File: config.mk
export PLATFORM = sky130hd
export DESIGN_NAME = gki_core
export DESIGN_NICKNAME = d
export VERILOG_FILES = /design/src/gki_pkg.sv /design/src/gki_debounce.sv /design/src/gki_core.sv
export SDC_FILE = /design/constraint.sdc
export NUM_CORES = 1
export LEC_CHECK = 0
export ABC_AREA = 1
export BUFFER_PORTS_ARGS = -buffer_cell sky130_fd_sc_hd__buf_4
export CAP_MARGIN = 0
export CORE_MARGIN = 2
export CORE_UTILIZATION = 62
export CTS_CLUSTER_SIZE = 25
export DETAILED_ROUTE_END_ITERATION = 10
export PLACE_DENSITY_LB_ADDON = 0.2
export SLEW_MARGIN = 10
export SYNTH_ARGS = -nofsm -noshare
export SYNTH_HDL_FRONTEND = slang
export SYNTH_SLANG_ARGS = --single-unit
File: constraint.sdc
create_clock -name clk -period 2.3 [get_ports clk]
set_clock_uncertainty 0.2 [all_clocks]
set_input_delay 0.345 -clock clk [delete_from_list [all_inputs] [get_ports clk]]
set_output_delay 0.345 -clock clk [all_outputs]
set_load 0.1 [all_outputs]
File: src/gki_pkg.sv
// package: register map, field layout and timing for the gpio/key irq block
package gki_pkg;
  localparam logic [7:0] ADDR_FUNC_SELECT  = 8'h17;
  localparam logic [7:0] ADDR_DIRECTION    = 8'h18;
  localparam logic [7:0] ADDR_LEVEL        = 8'h19;
  localparam logic [7:0] ADDR_IRQ_ENABLE   = 8'h1b;
  localparam logic [7:0] ADDR_IRQ_FLAGS    = 8'h1c;
  localparam logic [7:0] ADDR_IRQ_POLARITY = 8'h1d;
  localparam logic [7:0] ADDR_FILTER_BYP   = 8'h1e;
  localparam logic [7:0] ADDR_WEAK_HIGH    = 8'h1f;
  localparam logic [7:0] ADDR_KEYPRESS_LOW = 8'h20;
  localparam logic [7:0] RESET_BYTE        = 8'h00;
  localparam int         LINE_COUNT        = 8;
  // debounce: input must hold steady this long before it is accepted
  localparam int         DEBOUNCE_NS       = 1000;
  localparam int         CLK_PERIOD_NS     = 25;
  localparam int         DEBOUNCE_CYCLES   =
    (DEBOUNCE_NS + CLK_PERIOD_NS - 1) / CLK_PERIOD_NS;
  localparam int         DEB_W             = 6;
  typedef enum logic [1:0] {
    GKI_RD_IDLE  = 2'b00,
    GKI_RD_ARMED = 2'b01
  } gki_rd_state_t;
endpackage

File: src/gki_debounce.sv
// per-line debounce filter with bypass
`timescale 1ns/10ps
module gki_debounce
(
  input  wire logic clk,
  input  wire logic reset,
  input  wire logic raw,
  input  wire logic bypass,
  output logic      level
);
  logic [gki_pkg::DEB_W-1:0] count;
  logic                      filtered;

  always_ff @(posedge clk)
  begin
    if (reset)
    begin
      count    <= '0;
      filtered <= 1'b0;
    end
    else if (raw == filtered)
      count <= '0;
    else if (count == gki_pkg::DEB_W'(gki_pkg::DEBOUNCE_CYCLES - 1))
    begin
      filtered <= raw;
      count    <= '0;
    end
    else
      count <= count + 1'b1;
  end

  assign level = bypass ? raw : filtered;
endmodule

File: src/gki_core.sv
// gpio line interrupt, input conditioning and key-press flag registers
// Notes on behaviour
// - interrupt enable bit n lets input line n drive the interrupt low.
// - enable bit zero: line n never causes an interrupt.
// - status bit n sets on an interrupt condition on line n.
// - line status bits clear only after the host reads them twice.
// - level bit zero: low input is the interrupt condition.
// - level bit one: high input is the interrupt condition.
// - debounce bit zero (reset) keeps filtering on.
// - debounce bit one bypasses the filter, using the raw line level.
// - pull-up bit n turns the weak pull-up of line n on.
// - key-press flags for keys A..H, key A at bit 7.
// - a single read clears the key-press flags.
// - key-press bit reads zero until a press is seen since last clear.
// - line controls apply only while its direction bit is zero.
// - function select bit zero keeps a pin general purpose.
`timescale 1ns/10ps
module gki_core
(
  input  wire logic       clk,
  input  wire logic       reset,
  input  wire logic [7:0] reg_addr,
  input  wire logic [7:0] reg_wdata,
  input  wire logic       reg_write,
  input  wire logic       reg_read,
  output logic      [7:0] reg_rdata,
  input  wire logic [7:0] line_level,
  input  wire logic [7:0] line_direction,
  input  wire logic [7:0] row0_function_select,
  input  wire logic [7:0] key_press_event,
  output logic      [7:0] weak_high_enable,
  output logic            irq_n
);
  // ==========================================================
  // control registers
  logic [7:0] irq_enable;
  logic [7:0] irq_polarity;
  logic [7:0] filter_bypass;
  logic [7:0] weak_high;
  logic [7:0] irq_flags;
  logic [7:0] keypress_flags;
  logic [7:0] conditioned;
  logic [7:0] gpio_input;
  logic [7:0] condition;
  logic       flags_read;
  logic       keys_read;
  logic [7:0] clear_mask;
  gki_pkg::gki_rd_state_t rd_state [8];

  function automatic logic hit(input logic [7:0] a, input logic [7:0] b);
    hit = (a == b);
  endfunction

  assign flags_read = reg_read && hit(reg_addr, gki_pkg::ADDR_IRQ_FLAGS);
  assign keys_read  = reg_read && hit(reg_addr, gki_pkg::ADDR_KEYPRESS_LOW);

  always_ff @(posedge clk)
  begin
    if (reset)
    begin
      irq_enable    <= gki_pkg::RESET_BYTE;
      irq_polarity  <= gki_pkg::RESET_BYTE;
      filter_bypass <= gki_pkg::RESET_BYTE;
      weak_high     <= gki_pkg::RESET_BYTE;
    end
    else if (reg_write)
    begin
      if (hit(reg_addr, gki_pkg::ADDR_IRQ_ENABLE))
        irq_enable <= reg_wdata;
      if (hit(reg_addr, gki_pkg::ADDR_IRQ_POLARITY))
        irq_polarity <= reg_wdata;
      if (hit(reg_addr, gki_pkg::ADDR_FILTER_BYP))
        filter_bypass <= reg_wdata;
      if (hit(reg_addr, gki_pkg::ADDR_WEAK_HIGH))
        weak_high <= reg_wdata;
    end
  end

  // ==========================================================
  // input conditioning and per-line condition
  assign gpio_input = ~line_direction & ~row0_function_select;

  genvar n;
  generate
    for (n = 0; n < gki_pkg::LINE_COUNT; n++)
    begin : g_line
      gki_debounce u_deb
      (
        .clk    (clk),
        .reset  (reset),
        .raw    (line_level[n]),
        .bypass (filter_bypass[n]),
        .level  (conditioned[n])
      );
      // matched to polarity then gated by enable and input mode
      assign condition[n] = gpio_input[n] && irq_enable[n] &&
        (conditioned[n] == irq_polarity[n]);

      // two-read clear: first read arms, second read of a set bit clears
      always_ff @(posedge clk)
      begin
        if (reset)
          rd_state[n] <= gki_pkg::GKI_RD_IDLE;
        else if (!irq_flags[n])
          rd_state[n] <= gki_pkg::GKI_RD_IDLE;
        else if (flags_read)
        begin
          case (rd_state[n])
            gki_pkg::GKI_RD_IDLE:  rd_state[n] <= gki_pkg::GKI_RD_ARMED;
            gki_pkg::GKI_RD_ARMED: rd_state[n] <= gki_pkg::GKI_RD_IDLE;
            default:               rd_state[n] <= gki_pkg::GKI_RD_IDLE;
          endcase
        end
      end
      assign clear_mask[n] = flags_read && irq_flags[n] &&
        (rd_state[n] == gki_pkg::GKI_RD_ARMED);
    end
  endgenerate

  // ==========================================================
  // sticky flags; a new event wins over a clear in the same cycle
  always_ff @(posedge clk)
  begin
    if (reset)
      irq_flags <= gki_pkg::RESET_BYTE;
    else
      irq_flags <= (irq_flags & ~clear_mask) | condition;
  end

  always_ff @(posedge clk)
  begin
    if (reset)
      keypress_flags <= gki_pkg::RESET_BYTE;
    else if (keys_read)
      keypress_flags <= key_press_event;
    else
      keypress_flags <= keypress_flags | key_press_event;
  end

  // ==========================================================
  // outputs and read data
  always_ff @(posedge clk)
  begin
    if (reset)
      weak_high_enable <= gki_pkg::RESET_BYTE;
    else
      weak_high_enable <= weak_high & gpio_input;
  end

  always_ff @(posedge clk)
  begin
    if (reset)
      irq_n <= 1'b1;
    else
      irq_n <= !(|(irq_flags & irq_enable) || |keypress_flags);
  end

  always_ff @(posedge clk)
  begin
    if (reset)
      reg_rdata <= gki_pkg::RESET_BYTE;
    else if (reg_read)
    begin
      case (reg_addr)
        gki_pkg::ADDR_LEVEL:        reg_rdata <= line_level;
        gki_pkg::ADDR_IRQ_ENABLE:   reg_rdata <= irq_enable;
        gki_pkg::ADDR_IRQ_FLAGS:    reg_rdata <= irq_flags;
        gki_pkg::ADDR_IRQ_POLARITY: reg_rdata <= irq_polarity;
        gki_pkg::ADDR_FILTER_BYP:   reg_rdata <= filter_bypass;
        gki_pkg::ADDR_WEAK_HIGH:    reg_rdata <= weak_high;
        gki_pkg::ADDR_KEYPRESS_LOW: reg_rdata <= keypress_flags;
        default:                    reg_rdata <= gki_pkg::RESET_BYTE;
      endcase
    end
  end
endmodule

=== Yosys cells after proc, flatten, opt, wreduce, memory -nomap -nowiden ===
Memories as Yosys holds them, arrays and structs flattened.
Cells that the tools add are included.

* $lt $le $gt $ge: 0
* Equal/unequal tests: 39
* Reduce and logical (&&, ||, !) cells: 74
* Bitwise gates (word level): 49
* Muxes and demuxes: 188
* Multiply operators: 0
* Div/mod/pow operators: 0
* $add $sub $neg: 8
* Shift-type cells: 0

{| class="wikitable"
|+ Operators with widths
! operator !! count
|-
| $mux 1 || 186
|-
| $pmux 8 s7 || 1
|-
| $add 6x1->6 const B || 8
|-
| $eq 6x6->1 const B || 8
|-
| $eq 8x5->1 const B || 6
|-
| $logic_and 1x1->1 || 34
|-
| $and 8x8->8 || 4
|-
| $or 1x1->1 || 32
|-
| $not 8->8 || 3
|-
| $reduce_and 2->1 || 12
|-
| $reduce_or 3->1 || 8
|-
| $eq 1x1->1 || 16
|-
| $eq 2x1->1 const B || 8
|-
| $logic_not 2->1 || 8
|-
| $or 8x8->8 || 2
|-
| $reduce_or 2->1 || 8
|-
| $reduce_or 8->1 || 2
|-
| $eq 8x6->1 const B || 1
|-
| $mux 8 || 1
|-
| $not 1->1 || 8
|-
| $logic_not 1->1 || 1
|-
| $logic_or 1x1->1 || 1
|}

* Logic and storage cells: 384
* Input port bits: 52
* Memory bits (writable): 8
* ROM bits: 0
* Bits in latches: 0
* Flip-flop bits (word level): 121
* Memories: 1
* Output and inout port bits: 17

{| class="wikitable"
|+ Memory list
! memory !! depth !! width !! rd ports !! clocked after Yosys merged registers in !! wr ports !! RTL line !! text
|-
| rd_state || 8 || 1 || 8 || 0 || 8 || gki_core.sv:48 || <nowiki>gki_pkg::gki_rd_state_t rd_state [8];</nowiki>
|}

=== Logic depth before layout (Yosys ltp) ===
An unclocked memory read counts as a cell.

* Depth after elaboration: 10
* Depth in mapped cells: 10
* Depth with buffers taken out: 9

=== By module ===
A second synthesis with hierarchy kept.

* Cells, all modules: 854
* Area, all modules: 6383.6 sq um

{| class="wikitable"
|+ By module, submodules not included
! module !! area an instance (sq um) !! seq. area each (sq um) !! cells an instance !! times used
|-
| gki_core || 3656.0 || 1541.5 || 473 || 1
|-
| gki_debounce (g_line[0].u_deb ...) || 337.8 || 140.1 || 47 || 7
|-
| gki_debounce (g_line[7].u_deb) || 362.8 || 140.1 || 52 || 1
|}

=== Worst setup path before layout ===
OpenSTA, ideal clock, no wires.

* Kind: in2reg
* From: in reg_addr[5]
* To: mem rd_state[1][0] (netlist bit), enable pin
* Path slack: 0.676 ns
* Setup time: 0.289 ns
* Buffers on the path: 1
* Stages: 7
* Data required time: 1.811 ns
* Arrival: 1.135 ns
* Path through: inv_1 -> nand2_2 -> nor2_8 -> buf_6 -> nand3_2 -> nor4_4 -> or2_2

{| class="wikitable"
|+ RTL lines
! what !! RTL line !! text
|-
| start: declaration || gki_core.sv:22 || <nowiki>input wire logic [7:0] reg_addr,</nowiki>
|-
| end: declaration || gki_core.sv:48 ||
|}

==> results.sh <==
export IMPL_status="completed"
export IMPL_hpwl_um=10800
export IMPL_vias=5901
export IMPL_fin_crit_ns=1.86
export IMPL_critPathMaxFanout=12
export IMPL_clkTransAtPathRegs_ns=0.06
export IMPL_grt_overflow=0
export IMPL_fin_crit_sh=0.810
export IMPL_cpPeakStageDelay_ns=0.53
export IMPL_cp_arrival_ns=1.90
export IMPL_ant_nets=0
export IMPL_rsz0062_at_grt="no"
export IMPL_synthCells=758
export IMPL_crit_buf_inv=3
export IMPL_crit_slowest_cell="dlygate4sd3_1"
export IMPL_cp_endpoint="rd_state[1][0]$_SDFFCE_PP0P_"
export IMPL_syn_nets=818
export IMPL_die_x_um=101
export IMPL_critPathLaunchType="input pin"
export IMPL_gr_usage_all_layers=0.333
export IMPL_slew_headroom=0.659
export IMPL_die_h_um=101
export IMPL_area_delta_synth_final_pct=28.2
export IMPL_drt_wl_total_um=16300
export IMPL_firstDrtPassIters=5
export IMPL_cp_end_kind="register"
export IMPL_gp_congestion=0.950
export IMPL_yosysUniqueCellTypes=38
export IMPL_root_buffer="clkbuf_8"
export IMPL_vdd_drop_max_v=0.000555
export IMPL_avgSynthCellArea_um2=7.62
export IMPL_startpoint="reg_read"
export IMPL_vias_per_cell=5.87
export IMPL_hold_buffers=46
export IMPL_combPwrFrac=0.073
export IMPL_clkSinkCount=129
export IMPL_power_density_nw_per_um2=709
export IMPL_initial_core_util=0.631
export IMPL_drv_slew=0
export IMPL_antenna_found_initial=0
export IMPL_hold_viol=0
export IMPL_finalSetupViolCount=0
export IMPL_die_area_um2=10100
export IMPL_utilization=0.809
export IMPL_hold_path_class="input pin to register"
export IMPL_r2r_start="weak_high[4]$_SDFFE_PP0P_"
export IMPL_total_power_mw=5.25
export IMPL_ys_ff_latch=129
export IMPL_internal_power_mw=3.97
export IMPL_io_pins=69
export IMPL_grt_max_degree=29
export IMPL_switchingPower_mw=1.28
export IMPL_ys_flop_type="dfxtp_1"
export IMPL_coreArea_um2=9150
export IMPL_crit_path_cell_trace="dlygate4sd3_1, buf_4, clkinv_1, nor4_4, or2_2"
export IMPL_clockBufferDepth=2
export IMPL_dr_first_iter_drc_count=382
export IMPL_rows=35
export IMPL_grt_pass1_wl_um=26400
export IMPL_grt_pass1_vias=5772
export IMPL_layout_commonest_cell="dfxtp_1"
export IMPL_cp_top_family="buffers and inverters"
export IMPL_path_depth=5
export IMPL_drc=0
export IMPL_cts_tree="built"
export IMPL_portBuffers=68
export IMPL_antenna_diode_count=0
export IMPL_htree_levels=4
export IMPL_yosys_warnings=0
export IMPL_post_cts_buffers=0
export IMPL_path_class="input pin to register"
export IMPL_routedWlPerCell_um=16.2
export IMPL_leakage_nw=3.04
export IMPL_cts_made_buffers=17
export IMPL_critPathRequiredTime_ns=2.34
export IMPL_power_frac_seq=0.450
export IMPL_ys_seq_area_frac=0.461
export IMPL_ff2ff_path_depth=3
export IMPL_synth_area_um2=5770
export IMPL_reg2reg_slack_ns=0.76
export IMPL_final_nets=941
export IMPL_final_cell_mix="121 x dfxtp_1, 111 x nand2_1, 98 x nor2_1"
export IMPL_sw_frac_of_total=0.244
export IMPL_drive_gt1_frac=0.150
export IMPL_clk_latency_ns=0.52
export IMPL_timing_setup_tns_ns=0
export IMPL_async_reset_ff_frac=0
export IMPL_synth_edf_count=8
export IMPL_r2r_end="weak_high_enable[4]$_SDFF_PP0_"
export IMPL_max_slew_worst_pin_slew_ns=0.509
export IMPL_clkPwrFrac=0.477
export IMPL_drv_cap=0
export IMPL_cts_resized=0
export IMPL_fmax_mhz=537
-- routing by layer --
layer,vias up,routed length (µm),global-route usage
met5,-,0,0
met4,0,523,0.150
met3,59,1150,0.0680
met2,270,8470,0.601
met1,2783,6150,0.378
li1,2789,-,-
-- worst register-to-register path: cells and delay by family, from the launching register on --
family                 cells  cell delay [ns]
flip-flops                 1             0.34
buffers and inverters      2             0.67
AND/OR/NAND/NOR            1             0.27
-- per-stage QoR --
stage                     instance area [µm²]  hold slack [ns]  setup slack [ns]  cells
after global routing                     7400           0.0171             0.400   1005
after CTS                                7400         0.000312             0.469   1005
after detailed placement                 6390            0.242             0.286    927
final                                    7400          0.00585             0.436   1005
after floorplan                          5770            0.218             0.676    758
after global placement                   6390            0.228             0.363    927
-- logic make-up after synthesis --
kind of cell | count (synthesis) | share of synthesized area
xor+xnor | 10 | 0.0152
simple gates | 356 | 0.295
compound gates | 145 | 0.135
buf+inv | 110 | 0.0767
fa+ha+maj | 8 | 0.0173
flops | 129 | 0.461
-- layout make-up --
class / count / area (µm²)
timing repair buffer: 124 / 1050
tap: 111 / 139
clock buffer: 19 / 442
inverter: 90 / 338
multi-input combinational: 519 / 2670
clock inverter: 13 / 109
sequential: 129 / 2660
fill: 593 / 1750
-- power by group through the flow --
stage | clock network [mW] | logic [mW] | registers [mW]
floorplan | 0 | 0.164 | 2.40
global placement | 0 | 0.301 | 2.40
detailed placement | 0 | 0.315 | 2.41
CTS | 2.52 | 0.372 | 2.36
global route | 2.62 | 0.413 | 2.37
finish | 2.51 | 0.383 | 2.36
-- cell usage after synthesis, drive strengths merged (8+ instances only) --
master	count	area (µm²)
nor3b	12	90.1
nand4	9	56.3
ha	8	100
nand2	115	447
a21oi	76	380
inv	89	334
o211ai	8	60.1
nor4	14	103
o21ai	52	260
buf	13	78.8
edfxtp	8	240
nor2	105	459
dfxtp	121	2420
nand3	77	415
nor3	15	75.1
-- flip-flops by register name, summed over array words and instances, names as in the netlist --
signal                 count
keypress_flags             8
g_line.u_deb.count        48
irq_enable                 8
irq_flags                  8
g_line.u_deb.filtered      8
weak_high_enable           8
irq_polarity               8
rd_state                   8
irq_n                      1
filter_bypass              8
reg_rdata                  8
weak_high                  8
-- worst min-delay path by stage --
stage	startpoint	end	slack, ns	cells after the start
final	line_level[4]	g_line[4].u_deb.filtered$_SDFFE_PP0P_	0.006	3
after global routing	reset	keypress_flags[2]$_SDFF_PP0_	0.02	2
after CTS	reset	keypress_flags[2]$_SDFF_PP0_	0.0003	2
after detailed placement	g_line[1].u_deb.count[0]$_SDFF_PP0_	g_line[1].u_deb.count[0]$_SDFF_PP0_	0.24	1
after global placement	g_line[7].u_deb.count[0]$_SDFF_PP0_	g_line[7].u_deb.count[0]$_SDFF_PP0_	0.23	1
after floorplan	g_line[0].u_deb.count[0]$_SDFF_PP0_	g_line[0].u_deb.count[0]$_SDFF_PP0_	0.22	1
Note: power is estimated with default switching activity, not from simulation.
